### src/include/tap_pkg.sv
// shared constants and types for the boundary-scan test access port
package tap_pkg;

   localparam int BSR_LEN = 84;
   localparam int IR_LEN  = 2;

   // instruction codes
   localparam logic [1:0] INS_EXTEST    = 2'h0;
   localparam logic [1:0] INS_SAMPLE    = 2'h1;
   localparam logic [1:0] INS_BYP_TEST  = 2'h2;
   localparam logic [1:0] INS_BYP_NOTST = 2'h3;

   localparam logic [1:0] IR_RESET_VAL   = INS_BYP_NOTST;
   localparam logic [1:0] IR_CAPTURE_VAL = 2'h1;

   // sixteen-state controller, gray codes in listing order
   typedef enum logic [3:0] {
      TLR       = 4'h0,
      RTI       = 4'h1,
      SEL_DR    = 4'h3,
      CAP_DR    = 4'h2,
      SHIFT_DR  = 4'h6,
      EXIT1_DR  = 4'h7,
      PAUSE_DR  = 4'h5,
      EXIT2_DR  = 4'h4,
      UPD_DR    = 4'hC,
      SEL_IR    = 4'hD,
      CAP_IR    = 4'hF,
      SHIFT_IR  = 4'hE,
      EXIT1_IR  = 4'hA,
      PAUSE_IR  = 4'hB,
      EXIT2_IR  = 4'h9,
      UPD_IR    = 4'h8
   } tap_state_t;

endpackage : tap_pkg

### src/verilog/jtag_tap.sv
// boundary-scan test access port with two-bit instruction register
// Contract
// TMS sampled on test clock rise
// undriven TMS reads as one
// TDI sampled on test clock rise
// undriven TDI reads as one
// TDI routed to IR or data register
// TDO changes on test clock fall
// TDO driver off unless shifting
// test clock independent of functional clocks; the logic here samples it and registers everything on mclk
// scan cell between core and pin
// two-bit IR loaded in Shift-IR
// instruction selects data register path
// code 00 extest, pins from scan
// code 01 sample/preload, core untouched
// code 10 bypass, pins from scan
// code 11 bypass, normal operation
// reset loads bypass-no-test instruction
// bypass register is one stage
// 84 cells, cell 0 out first
// enable cells active high
// standard sixteen-state controller
// Capture-IR loads pattern 01
`timescale 1ns/1ps
module jtag_tap
   import tap_pkg::*;
#(
   parameter int CELLS = BSR_LEN
) (
   input  wire logic             mclk,
   input  wire logic             resetn,
   input  wire logic             tck,
   input  wire logic             tms,
   input  wire logic             tdi,
   input  wire logic             tmsDriven,
   input  wire logic             tdiDriven,
   input  wire logic [CELLS-1:0] pinIn,
   input  wire logic [CELLS-1:0] coreOut,
   output logic                  tdoOut,
   output logic                  tdoOe,
   output logic      [CELLS-1:0] pinOut,
   output logic                  testMode,
   output logic      [1:0]       instr
);

   // the shift chain needs a head cell and at least one body cell
   if (CELLS < 2) begin : g_bad_cells
      $error("jtag_tap: CELLS must be at least 2");
   end
   // the instruction path is wired for exactly two bits
   if (IR_LEN != 2) begin : g_bad_ir
      $error("jtag_tap: IR_LEN must be 2");
   end

   // all state in one record, registered in one place
   typedef struct packed {
      logic             tckPrev;
      tap_state_t       state;
      logic [1:0]       irShift;
      logic [1:0]       ir;
      logic             bypass;
      logic [CELLS-1:0] bsrShift;
      logic [CELLS-1:0] bsrLatch;
      logic             tdo;
      logic             tdoOe;
      logic [CELLS-1:0] pinOut;
      logic             testMode;
   } tap_regs_t;

   tap_regs_t r_q;
   tap_regs_t r_d;
   logic [4:0] pinSync;
   logic       tckS;
   logic       tmsS;
   logic       tdiS;
   logic       rise;
   logic       fall;
   logic       tmsDrvS;
   logic       tdiDrvS;
   logic       bsrSel;
   logic       testNext;
   logic       shiftBit;

   logic [CELLS-1:0] cellCap;
   logic [CELLS-1:0] cellShift;
   logic [CELLS-1:0] cellLoad;
   logic [CELLS-1:0] cellDrive;

   // pins cross into mclk domain; test clock is just another input
   tap_sync #(.WIDTH(5)) u_sync (
      .mclk    (mclk),
      .resetn  (resetn),
      .asyncIn ({tck, tms, tdi, tmsDriven, tdiDriven}),
      .syncOut (pinSync)
   );

   // floating pins look like logic 1
   assign tckS    = pinSync[4];
   assign tmsDrvS = pinSync[1];
   assign tdiDrvS = pinSync[0];
   assign tmsS    = pinSync[3] | ~tmsDrvS;
   assign tdiS    = pinSync[2] | ~tdiDrvS;
   assign rise = tckS & ~r_q.tckPrev;
   assign fall = ~tckS & r_q.tckPrev;

   function automatic tap_state_t nextState(input tap_state_t s,
                                            input logic m);
      unique case (s)
         // reset and idle
         TLR: begin
            nextState = m ? TLR : RTI;
         end
         RTI: begin
            nextState = m ? SEL_DR : RTI;
         end

         // data register column
         SEL_DR: begin
            nextState = m ? SEL_IR : CAP_DR;
         end
         CAP_DR: begin
            nextState = m ? EXIT1_DR : SHIFT_DR;
         end
         SHIFT_DR: begin
            nextState = m ? EXIT1_DR : SHIFT_DR;
         end
         EXIT1_DR: begin
            nextState = m ? UPD_DR : PAUSE_DR;
         end
         PAUSE_DR: begin
            nextState = m ? EXIT2_DR : PAUSE_DR;
         end
         EXIT2_DR: begin
            nextState = m ? UPD_DR : SHIFT_DR;
         end
         UPD_DR: begin
            nextState = m ? SEL_DR : RTI;
         end

         // instruction register column
         SEL_IR: begin
            nextState = m ? TLR : CAP_IR;
         end
         CAP_IR: begin
            nextState = m ? EXIT1_IR : SHIFT_IR;
         end
         SHIFT_IR: begin
            nextState = m ? EXIT1_IR : SHIFT_IR;
         end
         EXIT1_IR: begin
            nextState = m ? UPD_IR : PAUSE_IR;
         end
         PAUSE_IR: begin
            nextState = m ? EXIT2_IR : PAUSE_IR;
         end
         EXIT2_IR: begin
            nextState = m ? UPD_IR : SHIFT_IR;
         end
         UPD_IR: begin
            nextState = m ? SEL_DR : RTI;
         end
      endcase
   endfunction : nextState

   // true for instructions that hand the pins to the scan latches
   function automatic logic isTest(input logic [1:0] code);
      isTest = (code == INS_EXTEST) || (code == INS_BYP_TEST);
   endfunction : isTest

   function automatic logic bsrSelected(input logic [1:0] code);
      bsrSelected = (code == INS_EXTEST) || (code == INS_SAMPLE);
   endfunction : bsrSelected

   // serial output bit for whichever path is being shifted
   function automatic logic tdoBit(input tap_regs_t r);
      if (r.state == SHIFT_IR) tdoBit = r.irShift[0];
      else if (bsrSelected(r.ir)) tdoBit = r.bsrShift[0];
      else tdoBit = r.bypass;
   endfunction : tdoBit

   // instruction decode shared by the cells and the output mux
   assign bsrSel   = bsrSelected(r_q.ir);
   assign testNext = isTest(r_q.ir);
   assign shiftBit = tdoBit(r_q);

   // one boundary cell per pin: observe, shift, update and control
   for (genvar i = 0; i < CELLS; i++) begin : g_cell
      if (i == CELLS - 1) begin : g_head
         // the cell farthest from the output takes the serial bit
         assign cellShift[i] = tdiS;
      end else begin : g_body
         assign cellShift[i] = r_q.bsrShift[i+1];
      end
      // observe side: the pin as it stands at capture
      assign cellCap[i]   = pinIn[i];
      // latches hold unless a boundary instruction updates them
      assign cellLoad[i]  = bsrSel ? r_q.bsrShift[i] : r_q.bsrLatch[i];
      // control side: scan latch or core value towards the pin
      assign cellDrive[i] = testNext ? r_q.bsrLatch[i] : coreOut[i];
   end : g_cell

   always_comb begin
      r_d = r_q;
      r_d.tckPrev = tckS;
      if (rise) begin
         r_d.state = nextState(r_q.state, tmsS);
         unique case (r_q.state)
            TLR: begin
               r_d.ir = IR_RESET_VAL;
            end
            CAP_IR: begin
               r_d.irShift = IR_CAPTURE_VAL;
            end
            SHIFT_IR: begin
               r_d.irShift = {tdiS, r_q.irShift[1]};
            end
            UPD_IR: begin
               r_d.ir = r_q.irShift;
            end
            CAP_DR: begin
               if (bsrSelected(r_q.ir)) begin
                  r_d.bsrShift = cellCap;
               end else begin
                  // bypass captures a fixed zero
                  r_d.bypass = 1'b0;
               end
            end
            SHIFT_DR: begin
               if (bsrSelected(r_q.ir)) begin
                  // cell 0 leaves first on the output
                  r_d.bsrShift = cellShift;
               end else begin
                  r_d.bypass = tdiS;
               end
            end
            UPD_DR: begin
               if (bsrSelected(r_q.ir)) begin
                  r_d.bsrLatch = cellLoad;
               end
            end
            RTI, SEL_DR, SEL_IR,
            EXIT1_DR, PAUSE_DR, EXIT2_DR,
            EXIT1_IR, PAUSE_IR, EXIT2_IR: begin
               // no register moves in these states
            end
         endcase
      end
      if (fall) begin
         // output moves on the falling edge so the tester samples it stably
         unique case (r_q.state)
            SHIFT_IR: begin
               r_d.tdo   = r_q.irShift[0];
               r_d.tdoOe = 1'b1;
            end
            SHIFT_DR: begin
               r_d.tdo   = shiftBit;
               r_d.tdoOe = 1'b1;
            end
            TLR, RTI, SEL_DR, CAP_DR,
            EXIT1_DR, PAUSE_DR, EXIT2_DR, UPD_DR,
            SEL_IR, CAP_IR,
            EXIT1_IR, PAUSE_IR, EXIT2_IR, UPD_IR: begin
               r_d.tdo   = 1'b0;
               r_d.tdoOe = 1'b0;
            end
         endcase
      end
      // test mode is a plain active-high decode of the instruction, not a bit of the latch
      r_d.testMode = testNext;
      r_d.pinOut   = cellDrive;
   end

   // the whole test path runs off sampled pins, registered on the core clock mclk rather than on the test clock
   always_ff @(posedge mclk or negedge resetn) begin
      if (!resetn) begin
         // test clock idles high, so no false edge follows reset
         r_q.tckPrev  <= 1'b1;
         r_q.state    <= TLR;
         r_q.irShift  <= IR_RESET_VAL;
         r_q.ir       <= IR_RESET_VAL;
         r_q.bypass   <= 1'b0;
         r_q.bsrShift <= '0;
         r_q.bsrLatch <= '0;
         r_q.tdo      <= 1'b0;
         r_q.tdoOe    <= 1'b0;
         r_q.pinOut   <= '0;
         r_q.testMode <= 1'b0;
      end else begin
         r_q <= r_d;
      end
   end

   assign tdoOut   = r_q.tdo;
   assign tdoOe    = r_q.tdoOe;
   assign pinOut   = r_q.pinOut;
   assign testMode = r_q.testMode;
   assign instr    = r_q.ir;

endmodule : jtag_tap

### src/verilog/tap_sync.sv
// two-flop synchroniser for the test pins, sampled on the core clock
`timescale 1ns/1ps
module tap_sync #(
   parameter int WIDTH = 3
) (
   input  wire logic             mclk,
   input  wire logic             resetn,
   input  wire logic [WIDTH-1:0] asyncIn,
   output logic      [WIDTH-1:0] syncOut
);
   if (WIDTH < 1) begin : g_bad_width
      $error("tap_sync: WIDTH must be at least 1");
   end

   typedef struct packed {
      logic [WIDTH-1:0] meta;
      logic [WIDTH-1:0] held;
   } sync_regs_t;

   sync_regs_t r_q;
   sync_regs_t r_d;

   always_comb begin
      r_d      = r_q;
      r_d.meta = asyncIn;
      // only the second stage leaves; the first may still be settling
      r_d.held = r_q.meta;
   end

   // reset to ones: undriven test pins read as 1
   always_ff @(posedge mclk or negedge resetn) begin
      if (!resetn) begin
         r_q <= '1;
      end else begin
         r_q <= r_d;
      end
   end

   assign syncOut = r_q.held;
endmodule : tap_sync

### config.mk
export PLATFORM = sky130hd
export DESIGN_NAME = jtag_tap
export DESIGN_NICKNAME = d
export VERILOG_FILES = /design/src/include/tap_pkg.sv /design/src/verilog/jtag_tap.sv /design/src/verilog/tap_sync.sv
export SDC_FILE = /design/constraint.sdc
export NUM_CORES = 1
export LEC_CHECK = 0
export ABC_CLOCK_PERIOD_IN_PS = 2160
export BUFFER_PORTS_ARGS = -buffer_cell sky130_fd_sc_hd__buf_4
export CORE_MARGIN = 3
export CORE_UTILIZATION = 45
export DETAILED_ROUTE_END_ITERATION = 10
export PLACE_DENSITY = 0.71
export SLEW_MARGIN = 10
export SYNTH_ARGS = -nofsm -noshare
export SYNTH_HDL_FRONTEND = slang
export SYNTH_SLANG_ARGS = --single-unit
### constraint.sdc
create_clock -name mclk -period 2.16 [get_ports mclk]
set_input_delay 0.432 -clock mclk [delete_from_list [all_inputs] [get_ports mclk]]
set_output_delay 0.432 -clock mclk [all_outputs]
set_load 0.05 [all_outputs]
# Word-level counts from Yosys, hierarchy flattened
# Index checks and enable logic that the tools add are counted.
dict set report totals {
  output_inout_bits 89
  elab_cells 164
  ff_bits 275
  input_bits 175
}
dict set report op_classes {
  mux 106
  n_reduce_logical 16
  n_bitwise 8
  n_eq_ne 21
}
# op count
set op_table {}
lappend op_table {{85-bit case mux with 2 select lines} 1}
lappend op_table {{84-bit two-way mux} 2}
lappend op_table {{1-bit two-way mux} 90}
lappend op_table {{4-bit case mux with 12 select lines} 1}
lappend op_table {{4-bit equality test, second input constant} 8}
lappend op_table {{4-bit by 3-bit equality test with 1-bit output, second input constant} 4}
lappend op_table {{4-bit two-way mux} 4}
lappend op_table {{14-bit OR reduction} 1}
lappend op_table {{4-bit by 2-bit equality test with 1-bit output, second input constant} 2}
lappend op_table {{2-bit != test, second input constant} 4}
lappend op_table {{2-bit case mux with 2 select lines} 2}
lappend op_table {{4-bit AND reduction} 2}
lappend op_table {{2-bit two-way mux} 3}
lappend op_table {{3-bit two-way mux} 2}
lappend op_table {{2-bit case mux with 3 select lines} 1}
lappend op_table {{2-bit nonzero test} 3}
lappend op_table {{4-bit by 1-bit equality test with 1-bit output, second input constant} 1}
lappend op_table {{4-bit zero test} 1}
lappend op_table {{1-bit inverter} 4}
lappend op_table {{2-bit AND reduction} 2}
lappend op_table {{2-bit OR reduction} 2}
lappend op_table {{3-bit AND reduction} 1}
lappend op_table {{3-bit OR reduction} 1}
lappend op_table {{1-bit AND} 2}
lappend op_table {{other kinds (5)} 7}

# Logic depth before layout (Yosys ltp)
dict set report logic_depth {
  ltp_word 4
  depth_mapped 7
  depth_no_buf 4
}

# Cells and area by module
# A second synthesis with hierarchy kept.
dict set report unflattened {
  hier_cells 899
  area_unflattened_um2 11693.7
}
# mod area_each_um2 seq_area_each_um2 cells_each instances
set by_module_without_submodules {}
lappend by_module_without_submodules {jtag_tap 11431.0 6637.6 889 1}
lappend by_module_without_submodules {tap_sync 262.8 262.8 10 1}

# Worst setup path before layout
# OpenSTA, ideal clock, no wires.
dict set report synth_path {
  kind {register to register}
  startpoint {register u_sync.r_q, in the netlist u_sync.syncOut[4]}
  endpoint {register r_q[110] (netlist bit)}
  required_ns 2.033
  path_slack_ns 0.145
  t_arrival_ns 1.888
  synth_period_minus_slack_ns 2.015
  setup_ns 0.127
  stages_incl_launch_ff 8
  path_buffers 3
  path_cell_list {dfstp_2 -> nand2b_4 -> buf_6 -> or3_4 -> nor3_4 -> buf_6 -> buf_12 -> mux2_1}
}
dict set report synth_via {
  elab_chain_cells 2
}
# item line
set synth_lines {}
lappend synth_lines {{start: declaration} tap_sync.sv:20} ;# sync_regs_t r_q;
lappend synth_lines {{start signal: assignment} tap_sync.sv:35} ;# r_q <= r_d;
lappend synth_lines {{1-bit AND} jtag_tap.sv:103} ;# assign rise = tckS & ~r_q.tckPrev;
lappend synth_lines {{3-bit AND reduction (no source line)} -}
lappend synth_lines {{end signal: assignment} jtag_tap.sv:289} ;# r_q <= r_d;
lappend synth_lines {{end: declaration} jtag_tap.sv:70} ;# tap_regs_t r_q;
# Every way passes these cells.
# A chain may end at the register's enable or synchronous reset.

# Worst setup path in the final report
dict set report layout_path {
  startpoint {register r_q, in the netlist instr[0]}
  endpoint {output port instr[0]}
}
# item line
set layout_lines {}
lappend layout_lines {{end: declaration} jtag_tap.sv:43} ;# output logic [1:0] instr
# No word-level cell between the ends.

==> impl_metrics.tcl <==
set metrics [dict create \
    hpwl_um 17400 \
    cp_max_fo 15 \
    fin_worst_skew_ns 0.0115 \
    cts.sinks 275 \
    fin_area_um2 14600 \
    synth_area_leaders "dfrtp_1 55%, mux2_2 10%, mux2i_1 7.2%" \
    clockBufferDepth 3 \
    cts_tree "yes" \
    slowest_delay_ns 0.83 \
    grt_pass1_wl_um 41000 \
    via_count 7072 \
    grt_max_degree 85 \
    final_nets 1265 \
    holdPathStages 2 \
    critPathSlowestCell "dfstp_4" \
    slew_violations 0 \
    path_clk_slew_ns 0.06 \
    regArea_um2 6900 \
    antenna_found_initial 1 \
    rsz0062_at_grt "false" \
    max-slew-margin-rel 0.525 \
    instances_no_fill 1442 \
    die_y_um 168 \
    yosysSeqAreaShare 0.587 \
    synth_top_family_by_area "multiplexers" \
    synth_xor_area_frac 0 \
    drive_gt1_frac 0.419 \
    worst_ep_required_time_ns 1.73 \
    clock_latency_ns 0.54 \
    syn_area_per_cell_um2 13.1 \
    finalCritPeriodShare 0.959 \
    die_x_um 168 \
    dieArea_um2 28100 \
    setup_viol 0 \
    root_buffer "clkbuf_16" \
    fin_hold_ws_ns 0.122 \
    synthSimpleGateAreaFrac 0.0459 \
    r2r_cells 5 \
    p_switching_w 0.00809 \
    holdCritPathClass "primary input to register" \
    path_cells "buf_4" \
    dp_cells 1382 \
    hold-path-endpoint "pinOut[56]$_DFF_PN0_" \
    end_kind "output port" \
    gp_congestion 0.775 \
    grt_pass1_vias 7653 \
    cap_viol_max_count 0 \
    drc 0 \
    dr.pass1.iters 4 \
    clock.fmax_mhz 483 \
    dpl-instance-area_um2 13500 \
    wire_per_inst_um 17.3 \
    cp-start-kind "register" \
    yosysTopAreaCell "dfrtp_1" \
    hold_start "coreOut[56]" \
    antenna_left 0 \
    hold_viol 0 \
    start_util 0.463 \
    core_um2 25400 \
    status "completed" \
    intPower_w 0.0137 \
    port_buffers 263 \
    comb_power_share 0.367 \
    pwr-share-clk 0.229 \
    period_needed_ns 2.07 \
    fill_cells 2091 \
    ioPinCount 264 \
    worst_slew_pin_slew_ns 0.712 \
    critPathKind "register to output port" \
    synth.distinct_cells 42 \
    syn_area_um2 11800 \
    synth_top_area_share 0.554 \
    r2r_slack_ns 0.10 \
    synthAdderAreaFrac 0 \
    viasPerCell 4.90 \
    cts_htree_levels 1 \
    yosysWarningCount 0 \
    ir_worst_vdd_v 0.000983 \
    finalSetupTns_ns 0 \
    syn-num-nets 1074 \
    r2r-end "r_q[109]$_DFFE_PN0P_" \
    seq_power_share 0.404 \
    p_leak_nw 6.92 \
    routed_wl_um 25000 \
    syn2layout_area_growth_pct 23.9 \
    crit_family "flip-flops" \
    grt_util_all_layers 0.178 \
    syn_inst 899 \
    cts-buffers-inserted 29 \
    overflow 0 \
    powerDensity_nw_per_um2 1490 \
    reg2reg_from "u_sync.syncOut[4]$_DFF_PN1_" \
    multiInputGateArea_um2 3890 \
    drt_iter0_drc 301 \
    worst-path-buf-inv 1 \
    synth_compound_area_frac 0.0500 \
    swShare 0.372 \
    ys_seq_elements 275 \
    synth.mux.area_fraction 0.233 \
    num_rows 58 \
    worstPathArrival_ns 1.64 \
]
-- worst max-delay path by stage --
| stage | startpoint | endpoint | slack, ns | depth (start not counted) |
|---|---|---|---|---|
| 2_1_floorplan | u_sync.syncOut[4]$_DFF_PN1_ | r_q[110]$_DFFE_PN0P_ | 0.15 | 7 |
| 3_3_place_gp | u_sync.syncOut[4]$_DFF_PN1_ | r_q[109]$_DFFE_PN0P_ | 0.11 | 5 |
| 3_5_place_dp | u_sync.syncOut[4]$_DFF_PN1_ | r_q[87]$_DFFE_PN0P_ | 0.08 | 5 |
| 4_1_cts | instr[0]$_DFFE_PN1P_ | instr[0] | 0.04 | 1 |
| 5_1_grt | r_q[263]$_DFFE_PN0P_ | cellShift[23]$_DFFE_PN0P_ | 0.01 | 4 |
| 6_report | instr[0]$_DFFE_PN1P_ | instr[0] | 0.09 | 1 |
-- final cells by class --
type / count / area share
Multi-Input combinational cell: 484 / 0.267
Sequential cell: 275 / 0.474
Timing Repair Buffer: 297 / 0.164
Clock buffer: 42 / 0.0573
Tap cell: 330 / 0.0283
Inverter: 3 / 0.000773
Clock inverter: 10 / 0.00885
Antenna cell: 1 / 0.000172
-- routing by layer --
metal	track usage	routed length [um]	vias up
li1	-	-	3407
met1	0.232	10400	3461
met2	0.305	12700	167
met3	0.0345	1300	37
met4	0.0519	638	0
met5	0	0	-
-- power by group through the flow --
stage,Clock (W),Combinational (W),Sequential [W]
finish,0.00498,0.00798,0.00879
CTS,0.00512,0.00808,0.00883
global placement,0,0.00775,0.00887
detailed placement,0,0.00792,0.00894
floorplan,0,0.00690,0.00833
global route,0.00534,0.00854,0.00910
-- kinds of logic (layout without fill, tap and decap cells) --
logic type,Yosys count,count (layout)
AOI/OAI and AO/OA,111,111
buffers and inverters,140,352
other,0,1
muxes,253,253
and+or+nand+nor,120,120
DFF,275,275
-- registers in the layout (all words and copies together) (netlist names) --
| name | flops |
|---|---|
| cellShift | 83 |
| r_q | 93 |
| tdoOut | 1 |
| testMode | 1 |
| u_sync.r_d | 5 |
| u_sync.syncOut | 5 |
| instr | 2 |
| tdoOe | 1 |
| pinOut | 84 |
-- what timing repair did --
action,4_1_cts,5_1_grt
setup buffers,1,0
resized for setup,0,0
hold buffers,6,0
setup endpoints to repair,1,0
hold endpoints to repair,53,0
-- Yosys cell counts, drive strengths merged --
cell type / instances
mux2: 169
a32oi: 1
o22ai: 3
a22oi: 1
or3b: 1
o22a: 1
nor4: 2
o21a: 1
nand4b: 1
nor2: 4
o2111ai: 1
clkbuf: 26
buf: 111
nor2b: 4
a311oi: 1
a21oi: 2
nand4: 2
or3: 1
nand2b: 4
nor4bb: 1
a21o: 1
nand3: 2
and2: 1
o21ai: 96
dfrtp: 260
nor3b: 1
inv: 3
nor3: 1
a31oi: 1
o31ai: 1
nand2: 93
mux2i: 84
nand3b: 1
and3: 1
dfstp: 15
o211ai: 1
-- placed cells by master, fill, tap and decap left out, drive strengths merged, types with 2 or more instances in the layout --
cell type / n
nor2b: 4
mux2i: 84
a21oi: 2
o21ai: 96
dlygate4sd3: 6
nand2b: 4
nand4: 2
nand2: 93
bufinv: 3
nor4: 2
mux2: 169
clkbuf: 42
buf: 291
dfrtp: 260
clkinv: 6
nor2: 4
o22ai: 3
inv: 4
dfstp: 15
nand3: 2
-- stage by stage --
step	setup slack, ns	power (W)	util
2_1_floorplan	0.145	0.0152	-
3_3_place_gp	0.106	0.0166	0.532
3_5_place_dp	0.0848	0.0169	0.532
4_1_cts	0.0391	0.0220	0.573
5_1_grt	0.0136	0.0230	0.573
6_report	0.0875	0.0217	0.573
No activity file was read; power rests on OpenSTA's default activity.
